## src/logic/sesc_pkg.sv

```systemverilog
/*
 Constants, enumerations and carriers for the scrub control host.
 Assumes a 50 MHz clock and an APB master with 32-bit data.
*/
package sesc_pkg;
    localparam int CLK_MHZ = 50;
    localparam int SETUP_NS = 20;
    localparam int ACCESS_NS = 20;
    localparam int RECOVER_NS = 20;
    localparam int SETUP_CYC = (SETUP_NS * CLK_MHZ + 999) / 1000;
    localparam int ACCESS_CYC = (ACCESS_NS * CLK_MHZ + 999) / 1000;
    localparam int RECOVER_CYC = (RECOVER_NS * CLK_MHZ + 999) / 1000;
    localparam int SYNC_CYC = 2;
    localparam logic [11:0] OFS_CMD = 12'h000;
    localparam logic [11:0] OFS_CFG = 12'h004;
    localparam logic [11:0] OFS_STATUS = 12'h008;
    localparam logic [11:0] OFS_RDATA = 12'h00C;
    localparam int CMD_OP_LSB = 0;
    localparam int CMD_HOLD_BIT = 4;
    localparam int CFG_W = 13;
    localparam logic [12:0] CFG_RST = 13'h0000;
    localparam logic [12:0] CFG_MASK = 13'h19FF;
    localparam int CFG_BYPASS_BIT = 8;
    localparam int CFG_SCRUB_OFF_BIT = 11;
    localparam int CFG_FLAG_SEL_BIT = 12;
    localparam int A_CNT_SEL = 7;
    localparam int A_RD_SEL = 9;
    localparam int A_FN_SEL = 10;
    localparam int ADDR_W = 19;
    localparam int CNT_W = 19;
    localparam logic [31:0] CNT_MASK = 32'h0007FFFF;
    localparam int ST_BUSY = 0;
    localparam int ST_CFG_OK = 1;
    localparam int ST_WARN = 2;
    localparam int ST_SCRUB = 3;
    localparam int ST_FLAG = 4;

    typedef enum logic [1:0] {
        SESC_OP_NONE = 2'b00,
        SESC_OP_CFG_WR = 2'b01,
        SESC_OP_CFG_RD = 2'b10,
        SESC_OP_CNT_RD = 2'b11
    } sesc_op_t;

    typedef enum logic [2:0] {
        SESC_IDLE = 3'b000,
        SESC_WAIT = 3'b001,
        SESC_SETUP = 3'b010,
        SESC_ACT = 3'b011,
        SESC_RECOVER = 3'b100
    } sesc_state_t;

    typedef struct packed {
        logic [ADDR_W-1:0] addr;
        logic chip_select_low_active;
        logic chip_select_high_active;
        logic output_enable_n;
        logic write_strobe_n;
        logic error_flag_oe_n;
    } sesc_pins_t;

    typedef struct packed {
        logic psel;
        logic penable;
        logic pwrite;
        logic [11:0] paddr;
        logic [31:0] pwdata;
    } sesc_apb_req_t;
endpackage : sesc_pkg

```

## src/logic/sesc_host.sv

```systemverilog
/*
 Host controller that programs and polls the memory's EDAC control logic
 over its strobe and address pins, ordered by software over APB.
 Assumes pins from the memory are asynchronous and the APB master is on clk.
*/
// Operation
// - Controller may hold off accesses while scrub warning is low.
// - No access while scrub-active is low; controller must wait.
// - After scrub error, host may read counter to find word.
// - Config write: selects active, strobes high, flag high, A9 A10 low.
// - Config read: same strobes, A9 high, A10 low.
// - Counter read: same strobes, A7 and A10 high.
// - Host avoids every other A7 to A10 combination.
// - A10 and A9 held zero while programming config.
`timescale 1ns/1ps
module sesc_host
    import sesc_pkg::*;
(
    input wire logic clk,
    input wire logic arst_n,
    input wire logic psel,
    input wire logic penable,
    input wire logic pwrite,
    input wire logic [11:0] paddr,
    input wire logic [31:0] pwdata,
    output logic [31:0] prdata,
    output logic pready,
    output logic pslverr,
    output logic [ADDR_W-1:0] mem_addr,
    output logic chip_select_low_active,
    output logic chip_select_high_active,
    output logic output_enable_n,
    output logic write_strobe_n,
    input wire logic [31:0] dq_in,
    output logic [31:0] dq_out,
    output logic dq_oe_n,
    input wire logic error_flag_in,
    output logic error_flag_out,
    output logic error_flag_oe_n,
    input wire logic scrub_warning_n,
    input wire logic scrub_active_n
);
    typedef struct packed {
        sesc_state_t st;
        logic [3:0] cnt;
        sesc_op_t op;
        logic hold_en;
        logic [CFG_W-1:0] cfg;
        logic [31:0] rdata;
        logic cfg_ok;
        logic [1:0] warn_sy;
        logic [1:0] act_sy;
        logic [1:0] flag_sy;
        logic [31:0] dq_s1;
        logic [31:0] dq_s2;
        sesc_pins_t pins;
    } sesc_regs_t;

    localparam sesc_pins_t PINS_IDLE = '{addr: '0,
        chip_select_low_active: 1'b1, chip_select_high_active: 1'b0,
        output_enable_n: 1'b1, write_strobe_n: 1'b1,
        error_flag_oe_n: 1'b1};
    localparam sesc_regs_t REGS_RST = '{st: SESC_IDLE, cnt: '0,
        op: SESC_OP_NONE, hold_en: 1'b0, cfg: CFG_RST, rdata: '0,
        cfg_ok: 1'b0, warn_sy: 2'b11, act_sy: 2'b11, flag_sy: 2'b00,
        dq_s1: '0, dq_s2: '0, pins: PINS_IDLE};

    logic [1:0] rst_sy_r;
    logic rst_n;
    sesc_regs_t s_r;
    sesc_regs_t s_nxt;
    sesc_apb_req_t req;
    logic wr_en;
    logic act_hi;
    logic warn_hi;

    always_ff @(posedge clk or negedge arst_n)
    begin
        if (!arst_n)
            rst_sy_r <= 2'b00;
        else
            rst_sy_r <= {rst_sy_r[0], 1'b1};
    end
    assign rst_n = rst_sy_r[1];

    assign req = '{psel: psel, penable: penable, pwrite: pwrite,
        paddr: paddr, pwdata: pwdata};
    assign pready = 1'b1;
    assign wr_en = req.psel && req.penable && req.pwrite;
    assign act_hi = s_r.act_sy[1];
    assign warn_hi = s_r.warn_sy[1];

    always_comb
    begin
        unique case (req.paddr)
            OFS_CMD: prdata = {27'h0000000, s_r.hold_en, 2'b00, s_r.op};
            OFS_CFG: prdata = {19'h00000, s_r.cfg};
            OFS_STATUS: prdata = {27'h0000000, s_r.flag_sy[1], !act_hi,
                !warn_hi, s_r.cfg_ok, s_r.st != SESC_IDLE};
            OFS_RDATA: prdata = s_r.rdata;
            default: prdata = 32'h00000000;
        endcase
        pslverr = req.psel && req.penable && !(req.paddr == OFS_CMD
            || req.paddr == OFS_CFG || req.paddr == OFS_STATUS
            || req.paddr == OFS_RDATA);
    end

    always_comb
    begin
        s_nxt = s_r;
        s_nxt.warn_sy = {s_r.warn_sy[0], scrub_warning_n};
        s_nxt.act_sy = {s_r.act_sy[0], scrub_active_n};
        s_nxt.flag_sy = {s_r.flag_sy[0], error_flag_in};
        s_nxt.dq_s1 = dq_in;
        s_nxt.dq_s2 = s_r.dq_s1;
        if (wr_en && req.paddr == OFS_CFG && s_r.st == SESC_IDLE)
        begin
            s_nxt.cfg = req.pwdata[CFG_W-1:0];
            s_nxt.cfg_ok = 1'b0;
        end
        unique case (s_r.st)
            SESC_IDLE:
            begin
                if (wr_en && req.paddr == OFS_CMD
                    && req.pwdata[CMD_OP_LSB+:2] != SESC_OP_NONE)
                begin
                    s_nxt.op = sesc_op_t'(req.pwdata[CMD_OP_LSB+:2]);
                    s_nxt.hold_en = req.pwdata[CMD_HOLD_BIT];
                    s_nxt.st = SESC_WAIT;
                end
            end
            SESC_WAIT:
            begin
                // Start only while memory is accessible
                if (act_hi && !(s_r.hold_en && !warn_hi))
                begin
                    s_nxt.st = SESC_SETUP;
                    s_nxt.cnt = 4'(SETUP_CYC);
                    s_nxt.pins = PINS_IDLE;
                    s_nxt.pins.error_flag_oe_n = 1'b0;
                    unique case (s_r.op) // Defined selects only
                        SESC_OP_CFG_WR:
                        begin
                            // Config on address, A10 A9 low
                            s_nxt.pins.addr[CFG_W-1:0] = s_r.cfg & CFG_MASK;
                        end
                        SESC_OP_CFG_RD:
                        begin
                            s_nxt.pins.addr[A_RD_SEL] = 1'b1;
                        end
                        default:
                        begin
                            s_nxt.pins.addr[A_CNT_SEL] = 1'b1;
                            s_nxt.pins.addr[A_FN_SEL] = 1'b1;
                        end
                    endcase
                end
            end
            SESC_SETUP:
            begin
                if (s_r.cnt > 4'h1)
                    s_nxt.cnt = s_r.cnt - 4'h1;
                else
                begin
                    s_nxt.st = SESC_ACT;
                    s_nxt.cnt = 4'(ACCESS_CYC + SYNC_CYC);
                    s_nxt.pins.chip_select_low_active = 1'b0;
                    s_nxt.pins.chip_select_high_active = 1'b1;
                end
            end
            SESC_ACT:
            begin
                if (!act_hi)
                begin
                    // Scrub began: drop the access and retry
                    s_nxt.st = SESC_WAIT;
                    s_nxt.pins = PINS_IDLE;
                end
                else if (s_r.cnt > 4'h1)
                    s_nxt.cnt = s_r.cnt - 4'h1;
                else
                begin
                    s_nxt.st = SESC_RECOVER;
                    s_nxt.cnt = 4'(RECOVER_CYC);
                    s_nxt.pins.chip_select_low_active = 1'b1;
                    s_nxt.pins.chip_select_high_active = 1'b0;
                    if (s_r.op == SESC_OP_CFG_RD)
                    begin
                        // Read-back lands in written positions
                        s_nxt.rdata = s_r.dq_s2 & {19'h00000, CFG_MASK};
                        s_nxt.cfg_ok = (s_r.dq_s2[CFG_W-1:0] & CFG_MASK)
                            == (s_r.cfg & CFG_MASK);
                    end
                    else if (s_r.op == SESC_OP_CNT_RD)
                        s_nxt.rdata = s_r.dq_s2 & CNT_MASK;
                    else
                        s_nxt.cfg_ok = 1'b0;
                end
            end
            SESC_RECOVER:
            begin
                if (s_r.cnt > 4'h1)
                    s_nxt.cnt = s_r.cnt - 4'h1;
                else
                begin
                    s_nxt.st = SESC_IDLE;
                    s_nxt.op = SESC_OP_NONE;
                    s_nxt.pins = PINS_IDLE;
                end
            end
            default:
            begin
                s_nxt.st = SESC_IDLE;
                s_nxt.pins = PINS_IDLE;
            end
        endcase
    end

    always_ff @(posedge clk or negedge rst_n)
    begin
        if (!rst_n)
            s_r <= REGS_RST;
        else
            s_r <= s_nxt;
    end

    assign mem_addr = s_r.pins.addr;
    assign chip_select_low_active = s_r.pins.chip_select_low_active;
    assign chip_select_high_active = s_r.pins.chip_select_high_active;
    assign output_enable_n = s_r.pins.output_enable_n;
    assign write_strobe_n = s_r.pins.write_strobe_n;
    assign error_flag_oe_n = s_r.pins.error_flag_oe_n;
    assign error_flag_out = 1'b1;
    assign dq_out = 32'h00000000;
    assign dq_oe_n = 1'b1;

    a_act_needs_scrub: assert property (@(posedge clk)
        disable iff (!rst_n)
        (s_r.st == SESC_ACT && !act_hi) |=> (s_r.st == SESC_WAIT
            && s_r.pins.chip_select_low_active))
        else $error("access not dropped during scrub");
    a_start_when_idle: assert property (@(posedge clk)
        disable iff (!rst_n)
        (s_r.st == SESC_WAIT && $past(s_r.st) == SESC_WAIT && !act_hi)
            |=> s_r.st == SESC_WAIT)
        else $error("access started while scrub active");
    a_warn_hold: assert property (@(posedge clk)
        disable iff (!rst_n)
        (s_r.st == SESC_WAIT && s_r.hold_en && !warn_hi)
            |=> s_r.st != SESC_SETUP)
        else $error("access started during warning hold");
    a_cfg_wr_pins: assert property (@(posedge clk)
        disable iff (!rst_n)
        (!s_r.pins.chip_select_low_active && s_r.op == SESC_OP_CFG_WR)
            |-> (s_r.pins.chip_select_high_active
            && s_r.pins.output_enable_n && s_r.pins.write_strobe_n
            && !s_r.pins.error_flag_oe_n
            && s_r.pins.addr[CFG_W-1:0] == (s_r.cfg & CFG_MASK)))
        else $error("bad config write pins");
    a_cfg_rd_sel: assert property (@(posedge clk)
        disable iff (!rst_n)
        (!s_r.pins.chip_select_low_active && s_r.op == SESC_OP_CFG_RD)
            |-> (s_r.pins.addr[A_RD_SEL] && !s_r.pins.addr[A_FN_SEL]
            && s_r.pins.write_strobe_n && s_r.pins.output_enable_n))
        else $error("bad config read select");
    a_cnt_rd_sel: assert property (@(posedge clk)
        disable iff (!rst_n)
        (!s_r.pins.chip_select_low_active && s_r.op == SESC_OP_CNT_RD)
            |-> (s_r.pins.addr[A_CNT_SEL] && s_r.pins.addr[A_FN_SEL]
            && !s_r.pins.error_flag_oe_n))
        else $error("bad counter read select");
    a_no_reserved: assert property (@(posedge clk)
        disable iff (!rst_n)
        !s_r.pins.chip_select_low_active |-> (!s_r.pins.addr[A_FN_SEL]
            || s_r.pins.addr[A_CNT_SEL]))
        else $error("reserved function select");
    a_prog_a10_a9: assert property (@(posedge clk)
        disable iff (!rst_n)
        (s_r.st == SESC_ACT && s_r.op == SESC_OP_CFG_WR)
            |-> (s_r.pins.addr[A_FN_SEL:A_RD_SEL] == 2'b00))
        else $error("A10 A9 not zero when programming");
    a_cnt_masked: assert property (@(posedge clk)
        disable iff (!rst_n)
        (s_r.st == SESC_ACT && s_r.op == SESC_OP_CNT_RD && act_hi
            && s_r.cnt == 4'h1) |=> (s_r.rdata[31:CNT_W] == '0
            && s_r.rdata == ($past(s_r.dq_s2) & CNT_MASK)))
        else $error("counter read not masked");
    a_cfg_ok_read: assert property (@(posedge clk)
        disable iff (!rst_n)
        $rose(s_r.cfg_ok) |-> ($past(s_r.op) == SESC_OP_CFG_RD
            && s_r.st == SESC_RECOVER))
        else $error("config confirmed without read-back");
endmodule : sesc_host

```

## config.mk

```make
export PLATFORM = sky130hd
export DESIGN_NAME = sesc_host
export DESIGN_NICKNAME = d
export VERILOG_FILES = /design/src/logic/sesc_pkg.sv /design/src/logic/sesc_host.sv
export SDC_FILE = /design/constraint.sdc
export NUM_CORES = 1
export LEC_CHECK = 0
export BUFFER_PORTS_ARGS = -buffer_cell sky130_fd_sc_hd__buf_2
export CORE_AREA = 2 2 97 99
export CTS_BUF_LIST = sky130_fd_sc_hd__clkbuf_8
export CTS_CLUSTER_SIZE = 12
export DETAILED_ROUTE_END_ITERATION = 7
export DIE_AREA = 0 0 99 101
export HOLD_SLACK_MARGIN = 0.02
export PLACE_DENSITY_LB_ADDON = 0.05
export SETUP_SLACK_MARGIN = 0.4
export SYNTH_ARGS = -nofsm -noshare
export SYNTH_HDL_FRONTEND = slang
export SYNTH_SLANG_ARGS = --single-unit
```

## constraint.sdc

```tcl
create_clock -name clk -period 5.55 [get_ports clk]
set_clock_uncertainty 0.15 [all_clocks]
set_input_delay 0.555 -clock clk [delete_from_list [all_inputs] [get_ports clk]]
set_output_delay 0.555 -clock clk [all_outputs]
set_load 0.01 [all_outputs]
```

==> results.yml <==
timing:
  worstMarginPinSlew_ns: 1.02
  hold_violations: 0
  rsz0062_at_grt: "false"
  slew_violations: 0
  setup_tns_ns: 0
  fmax_mhz: 386
  setup_viol_count_final: 0
  period_needed_ns: 2.59
  layout_worst_path_cycle_share_pct: 46.7
  final.setup.worst_slack_ns: 2.96
  slew_headroom_pct: 32.3
cells_and_area:
  fillers: 777
  post-route-util_pct: 57.8
  drive_above_1_share_pct: 31.4
  insertedDiodeCount: 0
  finalNetCount: 552
  area.growth.synth_to_final_pct: 8.94
place:
  dp_slack_ns: 2.79
  dpl.hpwl_um: 6330
  place.gp.congestion: 0.806
  io_buffers: 87
worst_setup_path:
  path_common_cell: "buf_2"
  regToRegEndpoint: "mem_addr[2]"
  critical_path.max_fanout: 10
  end_kind: "output port"
  cpMaxStageDelayCell: "nor4_2"
  reg2reg_depth: 4
  startpoint: "paddr[9]"
  crit_cells: 7
  critPathMaxStageDelay_ns: 0.29
  start_kind: "primary input"
  cp_num_buf_inv: 3
  cp_top_family: "simple AND/OR/NAND/NOR gates"
  cp_cell_sequence: "buf_2 > nor4_2 > nand4_1 > buf_4 > nor2_1 > and2_1 > buf_2"
  r2r_slack_ns: 3.04
  worstPathRequired_ns: 4.85
  reg2reg_from: "s_r[147]"
  critical_path_arrival_ns: 1.88
  crit_path_end: "prdata[18]"
  path_class: "primary input to output port"
drt:
  wl_um: 8570
  via_count: 2931
  wl_per_cell_um: 14.8
  vias_per_cell: 5.06
  antenna_left: 0
  dr.pass1.iters: 4
  initialDrtViolationCount: 103
  drc_errors: 0
logic_synthesis:
  yosysSeqAreaShare_pct: 55.4
  yosysTopAreaCellShare_pct: 52.1
  netlist_area_um2: 4760
  synth.avg_cell_area_um2: 12.3
  syn_inst: 387
  synthTopCellsByArea: "dfrtp_1 (52%), buf_4 (11%), mux2_2 (5.2%), a22o_1 (3.9%), dfstp_2 (3.3%)"
  yosysWarnings: 0
  ys_types: 56
  synth-async-reset-ratio_pct: 100
  ys_ff_latch: 105
  synth_edf_count: 0
  yosys.area.top_type: "dfrtp_1"
  synthFlopType: "dfrtp_1"
floorplan:
  coreArea_um2: 8980
  rows: 35
  die_y_um: 101
  initial_core_util_pct: 53.0
  die_w_um: 99
  num_io_pins: 176
  fp.dieArea_um2: 10000
global_routing:
  grt_pass1_vias: 2753
  grtUsageTotal_pct: 18.2
  grt_max_degree: 62
  grt_pass1_wl_um: 14100
  antenna_found_initial: 0
  grt_overflow: 0
clocking:
  clkTransAtPathRegs_ns: 0.10
  cts_tree: "yes"
  tritoncts.num_buffers: 9
  cts_buffer_depth: 2
  post-cts-setup-buffer-count: 0
  cts.sinks: 105
  root_buffer: "clkbuf_8"
  htreeDepth: 3
  clock_latency_ns: 0.36
status:
  status: "completed"
power_and_ir_drop:
  p_per_area_nw_per_um2: 322
  vdd_ir_drop_max_mv: 0.147
  leakage_nw: 2.63
flow_run:
  drv_cap: 0
worst_hold_path:
  hold_path.class: "primary input to flop"
[synth_stat cells (3+ instances only)]
cell type / instances
clkbuf_1: 8
dfstp_2: 6
ha_1: 5
nand3_1: 6
nand2b_1: 3
mux2_2: 22
buf_4: 70
xnor2_1: 13
nand4_1: 6
mux2i_1: 10
nor2b_1: 6
mux2_1: 3
a21oi_1: 7
o21ai_0: 7
and2_1: 8
dfrtp_1: 99
nand2_1: 8
a22o_1: 21
nand3b_1: 5
nor2_1: 18
inv_1: 10
[per-stage QoR]
stage | instances | power (W) | hold WS [ns] | area [µm²]
floorplan | 442 | 0.00118 | 0.109 | 4970
global placement | 562 | 0.00123 | 0.176 | 4990
detailed placement | 562 | 0.00123 | 0.185 | 4990
CTS | 579 | 0.00169 | 0.109 | 5180
global route | 579 | 0.00177 | 0.108 | 5180
finish | 579 | 0.00167 | 0.128 | 5180
[power breakdown]
group / switching (W) / leakage [nW] / internal, W / total (W)
registers: 0.0000646 / 1.33 / 0.000829 / 0.000893
logic: 0.000182 / 1.20 / 0.000141 / 0.000323
clock network: 0.000271 / 0.101 / 0.000182 / 0.000453
total: 0.000518 / 2.63 / 0.00115 / 0.00167
[cell usage in the layout (no fill, tap or decap), types with 8 or more instances in the layout]
cell | synthesis | routed
nand2_1 | 8 | 8
inv_1 | 10 | 11
xnor2_1 | 13 | 13
and2_1 | 8 | 8
conb_1 | 2 | 57
a22o_1 | 21 | 21
mux2i_1 | 10 | 10
dfrtp_1 | 99 | 98
nor2_1 | 18 | 18
mux2_2 | 22 | 22
clkbuf_8 | 0 | 10
buf_2 | 1 | 87
[kinds of logic (layout without fill, tap and decap cells)]
kind of cell	count (synthesis)	count (layout)	synth area share (%)
other cells	2	57	0.158
compound gates	54	54	8.70
buf+inv	92	118	13.2
flops	105	105	55.4
fa+ha+maj	5	5	1.31
mux	39	39	9.60
xor+xnor	13	13	2.39
simple gates	77	77	9.28
[area by class of cell]
type                    count  area [µm²]  share of cell area, %
clock buffers              10         138                   2.65
clock inverters             6        50.0                  0.965
inverters                  10        37.5                  0.724
multi-input cells         245        1710                   32.9
flip-flops and latches    105        2640                   50.9
well taps                 111         139                   2.68
repair buffers             92         475                   9.17
[how the worst min path moves through the flow]
stage	from	end	slack, ns	cells after the start
after global routing	scrub_active_n	s_nxt[91]	0.11	1
after global placement	rst_sy_r[1]	s_nxt[26]	0.18	0
after detailed placement	s_nxt[24]	s_r[24]	0.18	0
final	scrub_warning_n	s_nxt[93]	0.13	1
after CTS	scrub_warning_n	s_nxt[93]	0.11	1
after floorplan	arst_n	rst_sy_r[0]	0.11	0
[flip-flops by register name (all words and copies together) (netlist names)]
register                 cells
s_r                         64
s_nxt                       22
mem_addr                    13
rst_sy_r                     2
act_hi                       1
chip_select_high_active      1
chip_select_low_active       1
error_flag_oe_n              1
[routing by layer]
layer | vias to the layer above | GRT usage (%) | routed length, µm
li1 | 1368 | - | -
met1 | 1454 | 25.4 | 3890
met2 | 95 | 28.6 | 4120
met3 | 14 | 2.98 | 397
met4 | 0 | 7.17 | 160
met5 | - | 0 | 0
[repair_timing]
action	CTS	global route
hold endpoints to repair	2	0
hold buffers	1	0
gates resized for setup	0	0
Note: power is estimated with default switching activity, not from simulation.
